<file path="config.mk">
export PLATFORM = sky130hd
export DESIGN_NAME = ngeiu_top
export DESIGN_NICKNAME = d
export VERILOG_FILES = /design/src/ngeiu_pkg.sv /design/src/ngeiu_range_check.sv /design/src/ngeiu_top.sv
export VERILOG_INCLUDE_DIRS = /design/src /design/src/src
export SDC_FILE = /design/constraint.sdc
export NUM_CORES = 1
export LEC_CHECK = 0
export BUFFER_PORTS_ARGS = -buffer_cell sky130_fd_sc_hd__clkbuf_2
export CORE_ASPECT_RATIO = 1.25
export CORE_MARGIN = 2
export CORE_UTILIZATION = 39
export CTS_CLUSTER_DIAMETER = 120
export DETAILED_ROUTE_END_ITERATION = 10
export GPL_TIMING_DRIVEN = 0
export PLACE_DENSITY = 0.6
export SYNTH_ARGS = -nofsm -noshare
export SYNTH_HDL_FRONTEND = slang
export SYNTH_HIERARCHICAL = 1
export SYNTH_SLANG_ARGS = --single-unit
</file>
<file path="constraint.sdc">
create_clock -name i_ref_clk -period 5.75 [get_ports i_ref_clk]
set_input_delay 1.15 -clock i_ref_clk [delete_from_list [all_inputs] [get_ports i_ref_clk]]
set_output_delay 1.15 -clock i_ref_clk [all_outputs]
set_load 0.01 [all_outputs]
</file>
<file path="src/ngeiu_regs.svh">
`ifndef NGEIU_REGS_SVH
`define NGEIU_REGS_SVH

// apb byte addresses
`define NGEIU_CTRL_OFS       8'h00
`define NGEIU_STAT_OFS       8'h04
`define NGEIU_IFLAG_OFS      8'h08
`define NGEIU_IEN_OFS        8'h0C
`define NGEIU_ERRINFO_OFS    8'h10
`define NGEIU_FIRST_OFS      8'h14
`define NGEIU_LAST_OFS       8'h18
`define NGEIU_DEVCFG_OFS     8'h1C

// control register
`define NGEIU_CTRL_WP_BIT    3
`define NGEIU_CTRL_RST       8'h00

// status register
`define NGEIU_STAT_RUN_BIT   0
`define NGEIU_STAT_CD_BIT    1
`define NGEIU_STAT_LCK_BIT   2
`define NGEIU_STAT_WP_BIT    3

// flag and enable bit positions
`define NGEIU_IRQ_HALT       0
`define NGEIU_IRQ_ECCERR     1
`define NGEIU_IRQ_ECCRDY     2
`define NGEIU_IRQ_ILGL       3
`define NGEIU_IRQ_CARD       4
`define NGEIU_IEN_GLOBAL_BIT 5
`define NGEIU_IRQ_NUM        5

// device config register fields
`define NGEIU_DEV_MASK_LSB   0
`define NGEIU_DEV_CARD_BIT   4
`define NGEIU_DEV_CNT_LSB    8

// ecc identification codes and descriptor
`define NGEIU_ECC_CORR       2'h1
`define NGEIU_ECC_UNCORR     2'h2
`define NGEIU_ECC_BADECC     2'h3
`define NGEIU_DESC_BYTES     4

`endif

</file>
<file path="src/ngeiu_pkg.sv">
`default_nettype none
package ngeiu_pkg;
    typedef logic [1:0]  ngeiu_ecc_code_t;
    typedef logic [2:0]  ngeiu_bit_idx_t;
    typedef logic [7:0]  ngeiu_byte_t;
    typedef logic [1:0]  ngeiu_dev_t;
    typedef logic [3:0]  ngeiu_dev_mask_t;
    typedef logic [15:0] ngeiu_block_t;
endpackage
`default_nettype wire

</file>
<file path="src/ngeiu_range_check.sv">
`default_nettype none
module ngeiu_range_check
    import ngeiu_pkg::*;
#(
    parameter int NDEV = 4
) (
    // protected range
    input  wire ngeiu_pkg::ngeiu_block_t    i_first_locked_block,
    input  wire ngeiu_pkg::ngeiu_block_t    i_last_locked_block,
    input  wire ngeiu_pkg::ngeiu_dev_mask_t i_locked_device_mask,
    // request under test
    input  wire ngeiu_pkg::ngeiu_dev_t      i_target_device_index,
    input  wire ngeiu_pkg::ngeiu_block_t    i_block,
    // result
    output logic                            o_hit
);
    // bit 3 covers device 3 or the card alike; the card-mode choice only
    // renames the target, so the mask lookup is the same in both modes
    logic [NDEV-1:0] dev_sel;
    wire             in_order  = i_first_locked_block < i_last_locked_block;
    wire             in_equal  = i_first_locked_block == i_last_locked_block;
    wire             in_fwd    = (i_block >= i_first_locked_block) &&
                                 (i_block <= i_last_locked_block);
    wire             in_wrap   = (i_block < i_last_locked_block) ||
                                 (i_block > i_first_locked_block);
    wire             in_range  = in_equal ? 1'b1 :
                                 in_order ? in_fwd :
                                            in_wrap;

    genvar g;
    generate
        for (g = 0; g < NDEV; g++) begin : g_dev
            assign dev_sel[g] = i_locked_device_mask[g] &&
                                (i_target_device_index == g);
        end
    endgenerate

    assign o_hit = (|dev_sel) && in_range;
endmodule
`default_nettype wire

</file>
<file path="src/ngeiu_top.sv">
// Our own choices: the register offsets and the APB interface to the registers.
`include "ngeiu_regs.svh"
`default_nettype none
module ngeiu_top
    import ngeiu_pkg::*;
#(
    parameter int NDEV = 4
) (
    // clock and reset
    input  wire logic                      i_ref_clk,
    input  wire logic                      i_rstn,
    // apb slave
    input  wire logic                      i_psel,
    input  wire logic                      i_penable,
    input  wire logic                      i_pwrite,
    input  wire logic [7:0]                i_paddr,
    input  wire logic [31:0]               i_pwdata,
    output logic [31:0]                    o_prdata,
    output logic                           o_pready,
    output logic                           o_pslverr,
    // system protection events, one-cycle pulses
    input  wire logic                      i_brownout_evt,
    input  wire logic                      i_ext_reset_evt,
    input  wire logic                      i_wdt_reset_evt,
    // program or erase request from the sequencer
    input  wire logic                      i_prog_req,
    input  wire ngeiu_pkg::ngeiu_dev_t     i_prog_dev,
    input  wire ngeiu_pkg::ngeiu_block_t   i_prog_block,
    output logic                           o_prog_grant,
    output logic                           o_prog_refused,
    // device access and register-write events
    input  wire logic                      i_access_req,
    input  wire logic [2:0]                i_target_device_index,
    input  wire logic                      i_event_reg_wr,
    input  wire logic                      i_action_reg_wr,
    // run control
    input  wire logic                      i_run_start,
    input  wire logic                      i_run_end,
    output logic                           o_running_status,
    // ecc engine
    input  wire logic                      i_ecc_ready,
    input  wire logic                      i_ecc_err,
    input  wire ngeiu_pkg::ngeiu_ecc_code_t i_first_half_error_code,
    input  wire ngeiu_pkg::ngeiu_ecc_code_t i_second_half_error_code,
    input  wire logic [15:0]               i_err_byte_pos,
    input  wire ngeiu_pkg::ngeiu_bit_idx_t i_first_half_fail_bit,
    input  wire ngeiu_pkg::ngeiu_bit_idx_t i_second_half_fail_bit,
    // card socket pins
    input  wire logic                      i_card_detect_in,
    input  wire logic                      i_card_lock_in,
    // nand side
    output logic                           o_mem_write_protect_n,
    output logic                           o_irq
);
    import ngeiu_pkg::*;

    localparam int NF = `NGEIU_IRQ_NUM;

    // register state
    logic [7:0]            controller_control_reg_ff;
    logic [NF-1:0]         irq_flag_reg_ff;
    logic [NF:0]           irq_enable_reg_ff;
    ngeiu_block_t          first_locked_block_ff;
    ngeiu_block_t          last_locked_block_ff;
    ngeiu_dev_mask_t       locked_device_mask_ff;
    logic                  card_mode_enable_ff;
    logic [2:0]            declared_device_count_ff;
    ngeiu_byte_t           desc_ff [`NGEIU_DESC_BYTES];
    logic [1:0]            rd_ptr_ff;
    logic                  running_ff;
    logic                  irq_ff;
    logic                  grant_ff;
    logic                  refused_ff;
    logic [31:0]           prdata_ff;
    logic                  pready_ff;
    logic                  pslverr_ff;
    logic [2:0]            cd_sync_ff;
    logic [1:0]            lck_sync_ff;

    // apb decode
    wire        acc_phase = i_psel && i_penable;
    wire        commit    = acc_phase && pready_ff;
    wire        wr_commit = commit && i_pwrite;
    wire        rd_commit = commit && !i_pwrite;
    wire        sel_ctrl  = i_paddr == `NGEIU_CTRL_OFS;
    wire        sel_stat  = i_paddr == `NGEIU_STAT_OFS;
    wire        sel_iflag = i_paddr == `NGEIU_IFLAG_OFS;
    wire        sel_ien   = i_paddr == `NGEIU_IEN_OFS;
    wire        sel_err   = i_paddr == `NGEIU_ERRINFO_OFS;
    wire        sel_first = i_paddr == `NGEIU_FIRST_OFS;
    wire        sel_last  = i_paddr == `NGEIU_LAST_OFS;
    wire        sel_dev   = i_paddr == `NGEIU_DEVCFG_OFS;
    wire        mapped    = sel_ctrl | sel_stat | sel_iflag | sel_ien |
                            sel_err | sel_first | sel_last | sel_dev;

    // card socket levels, synchronised
    wire        card_detect_status = cd_sync_ff[1];
    wire        card_lock_status   = lck_sync_ff[1];
    wire        card_edge = card_mode_enable_ff &&
                            (cd_sync_ff[1] != cd_sync_ff[2]);

    // protection check
    logic       range_hit;
    ngeiu_range_check #(
        .NDEV                 (NDEV)
    ) u_range (
        .i_first_locked_block (first_locked_block_ff),
        .i_last_locked_block  (last_locked_block_ff),
        .i_locked_device_mask (locked_device_mask_ff),
        .i_target_device_index(i_prog_dev),
        .i_block              (i_prog_block),
        .o_hit                (range_hit)
    );
    wire        prot_violation = i_prog_req && range_hit;
    wire        wp_force = i_brownout_evt | i_ext_reset_evt |
                           i_wdt_reset_evt | prot_violation;
    // an asserted protect pin also refuses the request at the source
    wire        wp_active   = !controller_control_reg_ff[`NGEIU_CTRL_WP_BIT];
    wire        prog_ok     = i_prog_req && !prot_violation && !wp_active;
    wire        prog_no     = i_prog_req && !prog_ok;

    // run state and interrupt sources
    wire        undeclared  = i_access_req &&
                    (i_target_device_index >= declared_device_count_ff);
    // action register writes are legal while running
    wire        bad_wr      = i_event_reg_wr && running_ff;
    wire        ecc_uncorr  =
                    (i_first_half_error_code == `NGEIU_ECC_UNCORR) ||
                    (i_second_half_error_code == `NGEIU_ECC_UNCORR);
    logic [NF-1:0] nxt_irq_flag;
    wire           run_after_cmd = (running_ff | i_run_start) && !i_run_end;
    wire [NF-1:1]  src_evt = {card_edge, undeclared | bad_wr,
                              i_ecc_ready, i_ecc_err};
    wire           trig = irq_enable_reg_ff[`NGEIU_IEN_GLOBAL_BIT] &&
                          |(src_evt & irq_enable_reg_ff[NF-1:1]);
    wire           nxt_running = run_after_cmd && !trig;
    // a trigger that stops the run sets halt too
    wire [NF-1:0]  set_evt = {src_evt, running_ff && !nxt_running};

    wire [NF-1:0] w1c = (wr_commit && sel_iflag) ?
                        i_pwdata[NF-1:0] : '0;
    // set beats a same-cycle clear
    assign nxt_irq_flag = (irq_flag_reg_ff & ~w1c) | set_evt;
    wire   nxt_irq = irq_enable_reg_ff[`NGEIU_IEN_GLOBAL_BIT] &&
                     |(nxt_irq_flag & irq_enable_reg_ff[NF-1:0]);

    // control register next value
    logic [7:0] nxt_ctrl;
    always_comb begin
        nxt_ctrl = controller_control_reg_ff;
        if (wr_commit && sel_ctrl) begin
            nxt_ctrl = i_pwdata[7:0];
        end
        if (wp_force) begin
            nxt_ctrl[`NGEIU_CTRL_WP_BIT] = 1'b0;
        end
    end

    // descriptor built from the ecc engine result
    wire [7:0] id_byte  = {4'h0, i_second_half_error_code,
                           i_first_half_error_code};
    wire [7:0] bit_byte = {2'b00, i_second_half_fail_bit,
                           i_first_half_fail_bit};
    wire [7:0] d1 = ecc_uncorr ? 8'h00 : i_err_byte_pos[15:8];
    wire [7:0] d2 = ecc_uncorr ? 8'h00 : i_err_byte_pos[7:0];
    wire [7:0] d3 = ecc_uncorr ? 8'h00 : bit_byte;
    wire       err_pop = rd_commit && sel_err;

    // status register view
    wire [31:0] stat_word = {28'h0,
                             !o_mem_write_protect_n,
                             card_lock_status,
                             card_detect_status,
                             running_ff};

    // read mux
    logic [31:0] rd_mux;
    always_comb begin
        rd_mux = 32'h0;
        unique case (1'b1)
            sel_ctrl:  rd_mux = {27'h0, controller_control_reg_ff[4:0]};
            sel_stat:  rd_mux = stat_word;
            sel_iflag: rd_mux = {27'h0, irq_flag_reg_ff};
            sel_ien:   rd_mux = {26'h0, irq_enable_reg_ff};
            sel_err:   rd_mux = {24'h0, desc_ff[rd_ptr_ff]};
            sel_first: rd_mux = {16'h0, first_locked_block_ff};
            sel_last:  rd_mux = {16'h0, last_locked_block_ff};
            sel_dev:   rd_mux = {21'h0, declared_device_count_ff,
                                 3'h0, card_mode_enable_ff,
                                 locked_device_mask_ff};
            default:   rd_mux = 32'h0;
        endcase
    end

    // apb answer: one wait state, data registered
    always_ff @(posedge i_ref_clk) begin
        if (!i_rstn) begin
            pready_ff  <= 1'b0;
            pslverr_ff <= 1'b0;
            prdata_ff  <= 32'h0;
        end else begin
            pready_ff  <= acc_phase && !pready_ff;
            pslverr_ff <= acc_phase && !pready_ff && !mapped;
            prdata_ff  <= (acc_phase && !pready_ff && !i_pwrite) ?
                          rd_mux : 32'h0;
        end
    end

    // control, enables and protection config
    always_ff @(posedge i_ref_clk) begin
        if (!i_rstn) begin
            controller_control_reg_ff <= `NGEIU_CTRL_RST;
            irq_enable_reg_ff         <= '0;
            first_locked_block_ff     <= 16'h0000;
            last_locked_block_ff      <= 16'h0000;
            locked_device_mask_ff     <= 4'h0;
            card_mode_enable_ff       <= 1'b0;
            declared_device_count_ff  <= 3'h0;
        end else begin
            controller_control_reg_ff <= {3'b000, nxt_ctrl[4:0]};
            if (wr_commit && sel_ien) begin
                irq_enable_reg_ff <= i_pwdata[NF:0];
            end
            if (wr_commit && sel_first) begin
                first_locked_block_ff <= i_pwdata[15:0];
            end
            if (wr_commit && sel_last) begin
                last_locked_block_ff <= i_pwdata[15:0];
            end
            if (wr_commit && sel_dev) begin
                locked_device_mask_ff    <= i_pwdata[3:0];
                card_mode_enable_ff      <= i_pwdata[`NGEIU_DEV_CARD_BIT];
                declared_device_count_ff <= i_pwdata[10:8];
            end
        end
    end

    // flags, run state and outputs
    always_ff @(posedge i_ref_clk) begin
        if (!i_rstn) begin
            irq_flag_reg_ff       <= '0;
            running_ff            <= 1'b0;
            irq_ff                <= 1'b0;
            grant_ff              <= 1'b0;
            refused_ff            <= 1'b0;
            o_mem_write_protect_n <= 1'b0;
        end else begin
            irq_flag_reg_ff       <= nxt_irq_flag;
            running_ff            <= nxt_running;
            irq_ff                <= nxt_irq;
            grant_ff              <= prog_ok;
            refused_ff            <= prog_no;
            o_mem_write_protect_n <= nxt_ctrl[`NGEIU_CTRL_WP_BIT];
        end
    end

    // error descriptor and its read pointer
    always_ff @(posedge i_ref_clk) begin
        if (!i_rstn) begin
            rd_ptr_ff <= 2'h0;
            for (int i = 0; i < `NGEIU_DESC_BYTES; i++) begin
                desc_ff[i] <= 8'h00;
            end
        end else if (i_ecc_err) begin
            desc_ff[0] <= id_byte;
            desc_ff[1] <= d1;
            desc_ff[2] <= d2;
            desc_ff[3] <= d3;
            rd_ptr_ff  <= 2'h0;
        end else if (err_pop) begin
            rd_ptr_ff  <= rd_ptr_ff + 2'h1;
        end
    end

    // socket pin synchronisers; stage 0 feeds stage 1 only
    always_ff @(posedge i_ref_clk) begin
        if (!i_rstn) begin
            cd_sync_ff  <= 3'b111;
            lck_sync_ff <= 2'b11;
        end else begin
            cd_sync_ff  <= {cd_sync_ff[1:0], i_card_detect_in};
            lck_sync_ff <= {lck_sync_ff[0], i_card_lock_in};
        end
    end

    assign o_prdata         = prdata_ff;
    assign o_pready         = pready_ff;
    assign o_pslverr        = pslverr_ff;
    assign o_prog_grant     = grant_ff;
    assign o_prog_refused   = refused_ff;
    assign o_running_status = running_ff;
    assign o_irq            = irq_ff;

    // unused in this block: action writes never raise an illegal flag
    wire unused_ok = i_action_reg_wr;
endmodule
`default_nettype wire

</file>
==> impl_results.md <==
- Clock transition at the registers of the reported paths: 0.05 ns
- Top_reg_cell synth: dfxtp_1
- TritonCTS clock tree: built
- Arr. time, crit path: 3.40 ns
- WL per Instance: 17.0 um
- R2r worst-path depth: 10
- Residual DRC: 0
- Post-Route Skew: 0.00510 ns
- # hold bufs at CTS: 0
- Final wirelength: 17.4 mm
- Initial Utilization: 39.9%
- Synthesis-to-layout area growth: 23.3%
- Core area: 15,600 sq um
- Seq pwr share: 41.4%
- Final Hold Viols: 0
- First-pass GRT wire length: 27.2 mm
- Ys Warns: 6
- Die height: 145 um
- EDFF count, synth: 26
- Status: finished clean
- Internal: 0.00158 W
- Critical-path maximum fanout: 3
- Pin count of the biggest net entering global routing: 30
- Hold_ws: 0.410 ns
- Fmax: 327 MHz
- Clock power share: 51.5%
- RSZ-0062 raised after global routing: false
- Post-detail-place hpwl: 13.7 mm
- WHS Path Cells: 1
- HP Class: reg -> reg
- Max-cap violation count: 0
- Congestion Overflow GR: 0
- Crit path time final: 3.06 ns
- Root buf cell: clkbuf_16
- CP endpoint kind: flop
- Number of DRC markers in iteration 0: 424
- Slew Limit Headroom: 13.3%
- Clock latency on the worst-skew pair: 0.41 ns
- Asr flop ratio synth: 0%
- Via count: 5,294
- Fillers: 1,500
- Slew @ Worst Pin: 1.30 ns
- Final period util: 53.2%
- Initial antenna violation count: 0
- Placement Rows: 51
- I/O Buffers: 108
- Commonest non-fill, non-tap cell in the layout: clkbuf_2
- Placed cell areas: 7080 sq um
- Vias in the first global route: 5,329
- Mapped Cells: 658
- Post-DRT Antenna Nets: 0
- Die width: 117 um
- Synth Area per Inst: 9.45 sq um
- Clk sinks: 113
- Total global-route track usage: 21.0%
- Die ar.: 17,000 sq um
- Final instance area: 7670 sq um
- Clk buf depth: 2
- Psw: 0.000449 W
- N_diodes: 0
- CTS Buf Count: 17
- Worst VDD drop: 0.185 mV
- Setup-failing EPs final: 0
- Worst path required time: 6.09 ns
- Post-CTS resize count: 0
- TNS Setup: 0 ns
- # H-tree levels: 4
- Final core occ: 49.3%
- Register area share after synthesis: 40.6%
- Post-CTS setup buffers: 0
- 1st-pass router iterations: 5
- Gp weighted congestion: 0.919
- Max-slew violation count: 0
- Vias per std cell: 5.17
- Layout cells sized above 1: 23.6%
- I/O Pins: 144
- Post-synthesis cell type count: 68
- CP Launch Type: primary input
- Net Sw Frac: 22.2%
- Netlist Area Pre-Place: 6220 sq um
- Comb power frac: 7.1%
- Final #Nets: 956
- Worst Path Class, Setup: in -> reg
- Static leakage: 3.13 nW
- Commonest non-fill, non-tap cells in the layout: clkbuf_2 (108), nand2_1 (95), dfxtp_1 (87)
- Register-to-register setup slack: 3.03 ns
- Synthesized flop and latch total: 113
- Pwr per Cell Area: 264 nW/um^2
[logic make-up (layout without fill, tap and decap cells)]
family,Yosys count,count (layout),share of synthesized area (%)
DFF,113,113,40.6
xor gates and xnor gates,4,4,0.563
AOI/OAI and AO/OA,138,138,16.2
and+or+nand+nor,242,242,20.8
muxes,23,23,4.85
adders and majority gates,51,51,10.3
buffers and inverters,86,225,6.74
other,1,16,0.0603
[stage by stage]
stage          setup WS [ns]  power [W]  instances
2_1_floorplan           2.67   0.000931        673
3_3_place_gp            2.28   0.000994        993
4_1_cts                 2.67    0.00203       1024
5_1_grt                 2.59    0.00209       1024
3_5_place_dp            2.26   0.000999        993
6_report                2.69    0.00203       1024
[synth_stat cells (4+ instances only)]
library cell	n	area share [%]
o21ai_0	9	0.72
nor2b_1	19	1.9
buf_2	8	0.64
nand2b_1	9	0.91
a21boi_1	10	1.2
and2_1	26	2.6
nand3_1	17	1.4
mux4_2	5	1.8
inv_1	41	2.5
ha_1	51	10
nand4_1	15	1.5
a221oi_1	6	0.84
nor2_1	27	1.6
a21boi_0	29	3.5
clkbuf_1	15	0.91
nand2_1	95	5.7
a21oi_1	32	2.6
a31oi_1	6	0.60
and3_1	6	0.60
mux2i_1	14	2.3
dfxtp_1	87	28
edfxtp_1	26	13
a222oi_1	5	0.80
a22oi_1	14	1.7
a22o_1	4	0.56
buf_4	19	2.3
xor2_1	4	0.56
[worst paths after layout]
path	start	endpoint
setup reg to reg	first_locked_block_ff[15]$_SDFFE_PN0P_	o_prog_refused$_SDFF_PN0_
hold / removal	cd_sync_ff[0]$_SDFF_PN1_	cd_sync_ff[1]$_SDFF_PN1_
hold reg to reg	cd_sync_ff[0]$_SDFF_PN1_	cd_sync_ff[1]$_SDFF_PN1_
setup / recovery	i_prog_block[15]	o_prog_refused$_SDFF_PN0_
[sequential cells by signal, summed over array words and instances (netlist names), 3 cells and up, named ones only]
name and flops:
desc_ff 26, first_locked_block_ff 16, last_locked_block_ff 16, o_prdata 16
irq_enable_reg_ff 6, irq_flag_reg_ff 5, controller_control_reg_ff 4, locked_device_mask_ff 4
cd_sync_ff 3, declared_device_count_ff 3
[power by group through the flow]
stage	registers (W)	clock network, W	logic [W]
floorplan	0.000854	0	0.0000768
global placement	0.000855	0	0.000138
detailed placement	0.000856	0	0.000142
CTS	0.000840	0.00105	0.000143
global route	0.000841	0.00109	0.000157
finish	0.000840	0.00104	0.000144
[layer usage]
layer  track usage, %  up-vias  part of all wire [%]
li1                 -     2603                     -
met1             23.5     2492                    40
met2             37.0      165                    52
met3             5.05       34                   4.4
met4             8.94        0                   2.9
met5                0        -                     0
[final cells by class]
| cell class | count | area, sq um | share of cell area (%) |
|---|---|---|---|
| Clock buffer | 22 | 484 | 6.31 |
| Buffer | 45 | 265 | 3.46 |
| Sequential cell | 113 | 2520 | 32.9 |
| Multi-Input combinational cell | 474 | 3330 | 43.5 |
| Inverter | 41 | 154 | 2.01 |
| Timing Repair Buffer | 108 | 541 | 7.05 |
| Clock inverter | 9 | 105 | 1.37 |
| Tap cell | 212 | 265 | 3.46 |
[worst max-delay path, cell delays in order]
cell	delay [ns]
clkbuf_2	0.10
ha_1	0.31
nand4_1	0.23
or4_1	0.64
nor4_1	0.30
or4b_4	0.21
nand2_1	0.06
o21ai_2	0.19
inv_1	0.06
a21oi_1	0.14
Power figures use the tool's default switching activity.
